--- src/verilog/bsi_pkg.sv ---
// Purpose: shared constants and types for the boundary-scan instruction logic
// Assumes: 4-bit instruction register, tap sampled on ref_clk
// Notes: chain length is a package constant with a plain default
package bsi_pkg;
  localparam int BSI_IR_W = 4;
  localparam int BSI_CHAIN_W = 8;
  localparam logic [3:0] BSI_OP_EXTEST = 4'h0;
  localparam logic [3:0] BSI_OP_SAMPLE = 4'h1;
  localparam logic [3:0] BSI_OP_INTEST = 4'h4;
  localparam logic [3:0] BSI_OP_CLAMP = 4'h5;
  localparam logic [3:0] BSI_OP_BYPASS = 4'hF;
  localparam logic [1:0] BSI_CAP_MID = 2'h0;
  localparam logic BSI_CAP_INTEST_LSB = 1'h1;
  localparam logic BSI_BYPASS_CAP = 1'h0;

  typedef enum logic [3:0] {
    BSI_RESET = 4'h0, BSI_IDLE = 4'h1, BSI_SEL_DR = 4'h2, BSI_CAP_DR = 4'h3,
    BSI_SH_DR = 4'h4, BSI_EX1_DR = 4'h5, BSI_PAU_DR = 4'h6, BSI_EX2_DR = 4'h7,
    BSI_UPD_DR = 4'h8, BSI_SEL_IR = 4'h9, BSI_CAP_IR = 4'hA, BSI_SH_IR = 4'hB,
    BSI_EX1_IR = 4'hC, BSI_PAU_IR = 4'hD, BSI_EX2_IR = 4'hE, BSI_UPD_IR = 4'hF
  } bsi_state_t;

  typedef struct packed {
    logic [BSI_CHAIN_W-1:0] pin_out;
    logic pin_drive_scan;
    logic [BSI_CHAIN_W-1:0] core_in;
    logic core_drive_scan;
  } bsi_apply_t;
endpackage

--- src/verilog/bsi_scan_ctrl.sv ---
// Purpose: boundary-scan test controller with instruction and data register handling
// Assumes: test clock, mode select and data input arrive from pins and are resynchronised
// Notes: link pins sampled by ref_clk; test clock must stay below a quarter of ref_clk
`timescale 1ns/1ps
`default_nettype none
module bsi_scan_ctrl
  import bsi_pkg::*;
(
  // clock and reset
  input wire logic ref_clk,
  input wire logic sys_rst,
  // test link pins
  input wire logic tck,
  input wire logic tms,
  input wire logic tdi,
  output logic tdo,
  output logic tdo_oe,
  // debug port serial output
  input wire logic dp_tdo,
  // device status
  input wire logic chip_protected,
  input wire logic startup_done,
  // pins and core
  input wire logic [BSI_CHAIN_W-1:0] pin_in,
  input wire logic [BSI_CHAIN_W-1:0] core_out,
  output bsi_apply_t apply,
  output logic [BSI_IR_W-1:0] instr
);
  logic [2:0] tck_s, tms_s, tdi_s;
  // pin levels come from outside the clock domain, so capture reads a two-flop copy
  logic [BSI_CHAIN_W-1:0] pin_s1, pin_s2;
  logic tck_rise, tck_fall;
  bsi_state_t state, next_state;
  logic [BSI_IR_W-1:0] ir_sh, next_ir_sh, ir, next_ir;
  logic [BSI_CHAIN_W-1:0] bs_sh, next_bs_sh, pin_lat, next_pin_lat, core_lat, next_core_lat;
  logic bypass, next_bypass, tdo_r, next_tdo_r, oe_r, next_oe_r;

  // only bit 2 is read by logic; bits 0 and 1 are plain synchroniser stages
  always_ff @(posedge ref_clk) begin
    if (sys_rst) begin
      tck_s <= 3'h0;
      tms_s <= 3'h7;
      tdi_s <= 3'h0;
      pin_s1 <= '0;
      pin_s2 <= '0;
    end else begin
      tck_s <= {tck_s[1:0], tck};
      tms_s <= {tms_s[1:0], tms};
      tdi_s <= {tdi_s[1:0], tdi};
      pin_s1 <= pin_in;
      pin_s2 <= pin_s1;
    end
  end
  // compare stage 2 to a fourth flop so stages 0 and 1 feed nothing but the next stage
  logic tck_d;
  always_ff @(posedge ref_clk) begin
    if (sys_rst) begin
      tck_d <= 1'h0;
    end else begin
      tck_d <= tck_s[2];
    end
  end
  assign tck_rise = tck_s[2] & ~tck_d;
  assign tck_fall = ~tck_s[2] & tck_d;

  function automatic logic is_bscan(input logic [BSI_IR_W-1:0] op);
    is_bscan = (op == BSI_OP_EXTEST) || (op == BSI_OP_SAMPLE) ||
               (op == BSI_OP_INTEST) || (op == BSI_OP_CLAMP);
  endfunction
  function automatic logic uses_chain(input logic [BSI_IR_W-1:0] op);
    uses_chain = (op == BSI_OP_EXTEST) || (op == BSI_OP_SAMPLE) || (op == BSI_OP_INTEST);
  endfunction

  always_comb begin
    next_state = state;
    if (tck_rise) begin
      case (state)
        BSI_RESET: next_state = tms_s[2] ? BSI_RESET : BSI_IDLE;
        BSI_IDLE: next_state = tms_s[2] ? BSI_SEL_DR : BSI_IDLE;
        BSI_SEL_DR: next_state = tms_s[2] ? BSI_SEL_IR : BSI_CAP_DR;
        BSI_CAP_DR: next_state = tms_s[2] ? BSI_EX1_DR : BSI_SH_DR;
        BSI_SH_DR: next_state = tms_s[2] ? BSI_EX1_DR : BSI_SH_DR;
        BSI_EX1_DR: next_state = tms_s[2] ? BSI_UPD_DR : BSI_PAU_DR;
        BSI_PAU_DR: next_state = tms_s[2] ? BSI_EX2_DR : BSI_PAU_DR;
        BSI_EX2_DR: next_state = tms_s[2] ? BSI_UPD_DR : BSI_SH_DR;
        BSI_UPD_DR: next_state = tms_s[2] ? BSI_SEL_DR : BSI_IDLE;
        BSI_SEL_IR: next_state = tms_s[2] ? BSI_RESET : BSI_CAP_IR;
        BSI_CAP_IR: next_state = tms_s[2] ? BSI_EX1_IR : BSI_SH_IR;
        BSI_SH_IR: next_state = tms_s[2] ? BSI_EX1_IR : BSI_SH_IR;
        BSI_EX1_IR: next_state = tms_s[2] ? BSI_UPD_IR : BSI_PAU_IR;
        BSI_PAU_IR: next_state = tms_s[2] ? BSI_EX2_IR : BSI_PAU_IR;
        BSI_EX2_IR: next_state = tms_s[2] ? BSI_UPD_IR : BSI_SH_IR;
        BSI_UPD_IR: next_state = tms_s[2] ? BSI_SEL_DR : BSI_IDLE;
        default: next_state = BSI_RESET;
      endcase
    end
  end

  always_comb begin
    next_ir_sh = ir_sh;
    next_bs_sh = bs_sh;
    next_bypass = bypass;
    next_ir = ir;
    next_pin_lat = pin_lat;
    next_core_lat = core_lat;
    next_tdo_r = tdo_r;
    next_oe_r = oe_r;
    if (tck_rise) begin
      if (state == BSI_CAP_IR) begin
        next_ir_sh = {chip_protected, BSI_CAP_MID,
                      (ir == BSI_OP_INTEST) ? BSI_CAP_INTEST_LSB : startup_done};
      end else if (state == BSI_SH_IR) begin
        next_ir_sh = {tdi_s[2], ir_sh[BSI_IR_W-1:1]};
      end
      if (state == BSI_CAP_DR) begin
        if (ir == BSI_OP_INTEST) begin
          next_bs_sh = core_out;
        end else if (uses_chain(ir)) begin
          next_bs_sh = pin_s2;
        end
        next_bypass = BSI_BYPASS_CAP;
      end else if (state == BSI_SH_DR) begin
        if (uses_chain(ir)) begin
          next_bs_sh = {tdi_s[2], bs_sh[BSI_CHAIN_W-1:1]};
        end
        next_bypass = tdi_s[2];
      end
    end
    if (tck_fall) begin
      if (state == BSI_RESET) begin
        next_ir = BSI_OP_BYPASS;
      end else if (state == BSI_UPD_IR) begin
        next_ir = ir_sh;
      end
      // sample/preload never reaches the latches, so shifting leaves pins alone
      if (state == BSI_UPD_DR && ir == BSI_OP_EXTEST) begin
        next_pin_lat = bs_sh;
      end
      if (state == BSI_UPD_DR && ir == BSI_OP_INTEST) begin
        next_core_lat = bs_sh;
      end
      next_oe_r = (state == BSI_SH_DR) || (state == BSI_SH_IR);
      if (state == BSI_SH_IR) begin
        next_tdo_r = ir_sh[0];
      end else if (!is_bscan(ir)) begin
        next_tdo_r = dp_tdo;
      end else if (ir == BSI_OP_CLAMP) begin
        next_tdo_r = bypass;
      end else begin
        next_tdo_r = bs_sh[0];
      end
    end
  end

  always_ff @(posedge ref_clk) begin
    if (sys_rst) begin
      state <= BSI_RESET;
      ir_sh <= 4'h0;
      ir <= BSI_OP_BYPASS;
      bs_sh <= '0;
      bypass <= 1'h0;
      pin_lat <= '0;
      core_lat <= '0;
      tdo_r <= 1'h0;
      oe_r <= 1'h0;
    end else begin
      state <= next_state;
      ir_sh <= next_ir_sh;
      ir <= next_ir;
      bs_sh <= next_bs_sh;
      bypass <= next_bypass;
      pin_lat <= next_pin_lat;
      core_lat <= next_core_lat;
      tdo_r <= next_tdo_r;
      oe_r <= next_oe_r;
    end
  end

  // pins follow the latches from the instant the update loads these opcodes
  always_comb begin
    apply.pin_out = pin_lat;
    apply.pin_drive_scan = (ir == BSI_OP_EXTEST) || (ir == BSI_OP_CLAMP) ||
                           (ir == BSI_OP_INTEST);
    apply.core_in = core_lat;
    apply.core_drive_scan = (ir == BSI_OP_INTEST);
  end
  assign tdo = tdo_r;
  assign tdo_oe = oe_r;
  assign instr = ir;

  // assertions and covers
  property p_cap_ir;
    @(posedge ref_clk) disable iff (sys_rst)
      (tck_rise && state == BSI_CAP_IR) |=> ir_sh[2:1] == BSI_CAP_MID;
  endproperty
  a_cap_ir: assert property (p_cap_ir) else $error("capture-ir mid bits wrong");
  property p_cap_intest;
    @(posedge ref_clk) disable iff (sys_rst)
      (tck_rise && state == BSI_CAP_IR && ir == BSI_OP_INTEST) |=> ir_sh[0];
  endproperty
  a_cap_intest: assert property (p_cap_intest) else $error("intest lsb not one");
  property p_p_bit;
    @(posedge ref_clk) disable iff (sys_rst)
      (tck_rise && state == BSI_CAP_IR) |=> ir_sh[3] == $past(chip_protected);
  endproperty
  a_p_bit: assert property (p_p_bit) else $error("p bit wrong");
  property p_ir_shift;
    @(posedge ref_clk) disable iff (sys_rst)
      (tck_rise && state == BSI_SH_IR) |=> ir_sh[2:0] == $past(ir_sh[3:1]);
  endproperty
  a_ir_shift: assert property (p_ir_shift) else $error("ir shift wrong");
  property p_dr_shift;
    @(posedge ref_clk) disable iff (sys_rst)
      (tck_rise && state == BSI_SH_DR && uses_chain(ir)) |=>
      bs_sh[BSI_CHAIN_W-2:0] == $past(bs_sh[BSI_CHAIN_W-1:1]);
  endproperty
  a_dr_shift: assert property (p_dr_shift) else $error("chain shift wrong");
  property p_preload;
    @(posedge ref_clk) disable iff (sys_rst)
      (ir == BSI_OP_SAMPLE) |=> $stable(pin_lat) || $past(ir) != BSI_OP_SAMPLE;
  endproperty
  a_preload: assert property (p_preload) else $error("preload touched latch");
  property p_extest_upd;
    @(posedge ref_clk) disable iff (sys_rst)
      (tck_fall && state == BSI_UPD_DR && ir == BSI_OP_EXTEST) |=> pin_lat == $past(bs_sh);
  endproperty
  a_extest_upd: assert property (p_extest_upd) else $error("update-dr missed");
  property p_clamp_cap;
    @(posedge ref_clk) disable iff (sys_rst)
      (tck_rise && state == BSI_CAP_DR) |=> bypass == BSI_BYPASS_CAP;
  endproperty
  a_clamp_cap: assert property (p_clamp_cap) else $error("bypass not zero");
  property p_drive;
    @(posedge ref_clk) disable iff (sys_rst)
      (ir == BSI_OP_CLAMP || ir == BSI_OP_EXTEST) |-> apply.pin_drive_scan;
  endproperty
  a_drive: assert property (p_drive) else $error("pins not driven");
  property p_dp_route;
    @(posedge ref_clk) disable iff (sys_rst)
      (tck_fall && state != BSI_SH_IR && !is_bscan(ir)) |=> tdo == $past(dp_tdo);
  endproperty
  a_dp_route: assert property (p_dp_route) else $error("tdo not from debug port");
  c_upd_ir: cover property (@(posedge ref_clk) tck_fall && state == BSI_UPD_IR);
  c_extest: cover property (@(posedge ref_clk) tck_fall && state == BSI_UPD_DR
                            && ir == BSI_OP_EXTEST);
  c_clamp: cover property (@(posedge ref_clk) ir == BSI_OP_CLAMP && state == BSI_SH_DR);
endmodule
`default_nettype wire
--- config.mk ---
export PLATFORM = sky130hd
export DESIGN_NAME = bsi_scan_ctrl
export DESIGN_NICKNAME = d
export VERILOG_FILES = /design/src/verilog/bsi_pkg.sv /design/src/verilog/bsi_scan_ctrl.sv
export SDC_FILE = /design/constraint.sdc
export NUM_CORES = 1
export LEC_CHECK = 0
export BUFFER_PORTS_ARGS = -buffer_cell sky130_fd_sc_hd__buf_2
export CORE_ASPECT_RATIO = 1.5
export CORE_MARGIN = 2
export CORE_UTILIZATION = 55
export CTS_BUF_LIST = sky130_fd_sc_hd__clkbuf_16
export CTS_CLUSTER_SIZE = 10
export DETAILED_ROUTE_END_ITERATION = 8
export PLACE_DENSITY = 0.78
export SETUP_SLACK_MARGIN = 0.2
export SLEW_MARGIN = 10
export SYNTH_ARGS = -nofsm -noshare
export SYNTH_HDL_FRONTEND = slang
export SYNTH_SLANG_ARGS = --single-unit
--- constraint.sdc ---
create_clock -name ref_clk -period 2 [get_ports ref_clk]
set_clock_uncertainty 0.2 [all_clocks]
set_input_delay 0.4 -clock ref_clk [delete_from_list [all_inputs] [get_ports ref_clk]]
set_output_delay 0.4 -clock ref_clk [all_outputs]
set_load 0.005 [all_outputs]
* Word-level counts from Yosys, hierarchy flattened
Index checks and enable logic that the tools add are counted.
** Cells by class
- Divide/modulo/power cells :: 0
- Shifts and indexed selects :: 0
- Magnitude comparators :: 0
- Reduce and logical (&&, ||, !) cells :: 24
- Equality and inequality tests :: 18
- Add/sub/neg operators :: 0
- Bitwise gates (word level) :: 4
- Muxes and demuxes :: 28
- Multiply operators :: 0
** Operator list (count)
- $pmux W4 S12 :: 1
- $mux W8 :: 5
- $eq A4 B4 Y1 const B :: 8
- $mux W4 :: 8
- $eq A4 B3 Y1 const B :: 6
- $reduce_and A2 Y1 :: 5
- $reduce_bool A2 Y1 :: 5
- $mux W1 :: 9
- $eq A4 B1 Y1 const B :: 2
- $eq A4 B2 Y1 const B :: 2
- $logic_not A4 Y1 :: 2
- $logic_or A1 B1 Y1 :: 6
- $mux W2 :: 3
- $mux W3 :: 2
- $reduce_and A4 Y1 :: 1
- $reduce_or A2 Y1 :: 2
- $reduce_or A3 Y1 :: 1
- $and A1 B1 Y1 :: 2
- $logic_and A1 B1 Y1 :: 2
- $not A1 Y1 :: 2
** Storage, ports and cells
- Output and inout port bits :: 24
- ROM bits :: 0
- Memories kept :: 0
- Input port bits :: 24
- Bits in latches :: 0
- Register bits :: 65
- Memory bits (writable) :: 0
- Word-level logic and storage cells :: 89

* Depth between registers and ports, before layout
- Depth after elaboration :: 6
- Gate-level depth with buffers :: 7

* Worst setup path before layout
No wires, ideal clock.
- Path kind :: register to register
- Start point :: register ir[0], in the netlist instr[0]
- End point :: register core_lat[0]
- Data arrival time :: 1.458 ns
- Clock period less this slack :: 1.782 ns
- Data required time :: 1.675 ns
- Cell stages (with the launch flop) :: 7
- Setup slack :: 0.218 ns
- Path through :: dfxtp_1 -> or4b_4 -> buf_6 -> clkinv_8 -> nand4_4 -> mux2i_1 -> nor2_1
** RTL lines
- from (decl) :: RTL line bsi_scan_ctrl.sv:34 : logic [BSI_IR_W-1:0] ir_sh, next_ir_sh, ir, next_ir;
- from (signal assigned) :: RTL line bsi_scan_ctrl.sv:169 : ir <= next_ir;
- to (signal assigned) :: RTL line bsi_scan_ctrl.sv:173 : core_lat <= next_core_lat;
- to (decl) :: RTL line bsi_scan_ctrl.sv:35 : logic [BSI_CHAIN_W-1:0] bs_sh, next_bs_sh, pin_lat, next_pin_lat, core_lat, next_core_lat;

==> reports/results.txt <==
Placer Congestion: 0.811
Detailed placement HPWL: 4000 µm
Critical path type: flip-flop to primary output
Final Critical Period: 2010 ps
CP max stage delay: 570 ps
Initial Utilization: 57.7%
WP data required: 1400 ps
Worst vdd ir: 514 µV
Clock sink count: 65
Clk pin slew, worst setup/hold paths: 60 ps
Syn Inst Count: 292
TritonCTS clock tree: yes
Total GRT Usage: 22.3%
WL/cell: 14.7 µm
Placed Area: 3070 µm²
Max_cap viols: 0
Global-route wire length before repair: 9820 µm
Crit-path cells: or4b_4, clkinv_8, buf_6
Worst min-delay path class: input pin to flip-flop
Yosys warning count: 0
Initial drt markers: 111
Dpl ws: 81.7 ps
Fin. Hold Viols: 0
Crit end category: primary output
Peak Freq: 497 MHz
Die area: 5680 µm²
Register area share after synthesis: 46.6%
Io pins: 48
Grt total ovfl: 0
Die width: 62.2 µm
Final setup margin: -12.6 ps
Antenna-violating nets left: 0
Total number of vias: 2311
Endpoints failing setup: 1
TritonRoute pass-1 iters: 4
Core region area: 4850 µm²
Most common cell after layout, fill and taps aside: dfxtp_1
# port buffers: 47
Reg-to-reg setup timing slack: 60 ps
# diodes: 0
Worst EP arrival: 1410 ps
CP max-delay cell: or4b_4
Pwr/cell area: 811 nW/µm²
H-Tree Level Count: 3
Unrepaired setup endpoints after global routing: true
Fin. max-slew vios: 0
Startpoint Class: flip-flop
Drt drc: 0
Unique masters post-synth: 58
Largest net degree at the start of global routing: 41
Via-per-instance ratio: 5.50
Final period util: 101%
Longest Clk Path Bufs: 2
Synth async-reset ratio: 0%
Fin area: 3510 µm²
CTS Buf Count: 9
WL final: 6160 µm
Mean Syn Cell Area: 9.57 µm²
Synth Net Count: 316
Worst slew margin: 75.1%
Violated checks: setup timing
Clock insertion delay at the later pin of the skew report: 330 ps
EDFF count, synth: 0
Total power: 2.84 mW
Outcome: complete, but fails checks
# nets final: 373
Main flop type after synthesis: dfxtp_1
Register bit total from synthesis: 65
Row count: 31
Buffers & Inverters on Critical Path: 2
Crit path max-delay family: simple AND/OR/NAND/NOR gates
Synthesized cell area: 2800 µm²
CTS Root Cell: clkbuf_16
Most frequent cells in the layout: dfxtp_1 (57), buf_2 (46), nor2_1 (35)
# hold bufs at CTS: 0
Initial antenna violation count: 0
Layout cell share with drive strength beyond 1: 34.2%
Worst Path Max Fanout: 3
Leak: 1.61 nW
Number of global-route vias before repair: 2082
Synth-to-Final Area Change: 25.4%
Worst slew pin tran: 374 ps
Die Span Y: 91.3 µm
==> registers in the layout, indices dropped and copies added (netlist names) <==
register / count
pin_s1: 8
tdo_oe: 1
state: 4
tck_d: 1
ir_sh: 4
bypass: 1
core_lat: 8
tdo: 1
instr: 4
tdi_s: 3
tms_s: 3
pin_lat: 8
tck_s: 3
bs_sh: 8
pin_s2: 8
==> synth_stat cells (all sizes together) (2+ instances only) <==
cell | n | area, µm²
inv | 5 | 18.8
nand3b | 2 | 15.0
o211ai | 4 | 30.0
o21ai | 2 | 10.0
nand4 | 2 | 33.8
nand2 | 29 | 109
buf | 6 | 41.3
and2b | 2 | 17.5
a21oi | 8 | 40.0
a21o | 12 | 90.1
a211o | 2 | 17.5
nor2b | 26 | 163
nor2 | 37 | 155
dlygate4sd1 | 2 | 17.5
a311oi | 9 | 78.8
or2 | 9 | 56.3
o31a | 2 | 17.5
nor4 | 4 | 40.0
nand3 | 2 | 10.0
mux2i | 19 | 190
a31oi | 2 | 12.5
nor3 | 2 | 10.0
dfxtp | 65 | 1300
clkbuf | 13 | 90.1
==> per-layer routing <==
| metal | share of wire [%] | routed length, µm | GRT usage, % |
|---|---|---|---|
| met5 | 0 | 0 | 0 |
| met1 | 42 | 2610 | 26.1 |
| met3 | 4.6 | 283 | 4.96 |
| met2 | 50 | 3070 | 36.6 |
| met4 | 3.3 | 201 | 14.3 |
==> area by class of cell <==
type | instances | area [µm²]
Fill cell | 326 | 1340
Multi-Input combinational cell | 200 | 1390
Clock buffer | 9 | 225
Sequential cell | 65 | 1320
Timing Repair Buffer | 67 | 407
Inverter | 6 | 35.0
Tap cell | 66 | 82.6
Clock inverter | 7 | 47.5
==> worst reg2reg max path, delay by kind of cell (launching register included) <==
family        cells  cell delay (ps)
buf+inv           2              200
flops             1              350
mux               1              240
simple gates      3              830
==> final timing paths <==
check,end,depth (start not counted),start
setup / recovery,apply[0],3,instr[1]$_SDFFE_PP1P_
setup reg to reg,core_lat[6]$_SDFFE_PP0P_,6,instr[1]$_SDFFE_PP1P_
hold reg to reg,tms_s[2]$_SDFF_PP1_,1,tms_s[1]$_SDFF_PP1_
hold / removal,tms_s[0]$_SDFF_PP1_,2,tms
==> cells by family after synthesis <==
family / synth area share, %
buffers and inverters: 6.58
xor gates and xnor gates: 0.313
DFF: 46.6
muxes: 6.80
and+or+nand+nor: 24.7
AOI/OAI and AO/OA: 15.1
==> per-stage QoR <==
stage	cells	TNS (ps)	utilization (%)	hold slack (ps)
2_1_floorplan	292	0	-	189
3_3_place_gp	398	0	63.3	196
3_5_place_dp	398	0	63.3	201
4_1_cts	417	-6.71	69.9	44.6
5_1_grt	420	-34.8	72.3	46.3
6_report	420	-12.6	72.3	46.8
==> timing repair <==
item                                    4_1_cts  5_1_grt
endpoints found under the setup margin       24       21
pin swaps                                     8        3
cloned                                        0        0
setup buffers                                 3        3
resized for setup                            10       24
==> where the power goes <==
| part | switching [mW] | internal [mW] | total [mW] |
|---|---|---|---|
| clock | 0.578 | 0.836 | 1.41 |
| combinational | 0.0515 | 0.0469 | 0.0984 |
| sequential | 0.0115 | 1.32 | 1.33 |
| total | 0.641 | 2.20 | 2.84 |
Note: power is estimated with default switching activity, not from simulation.
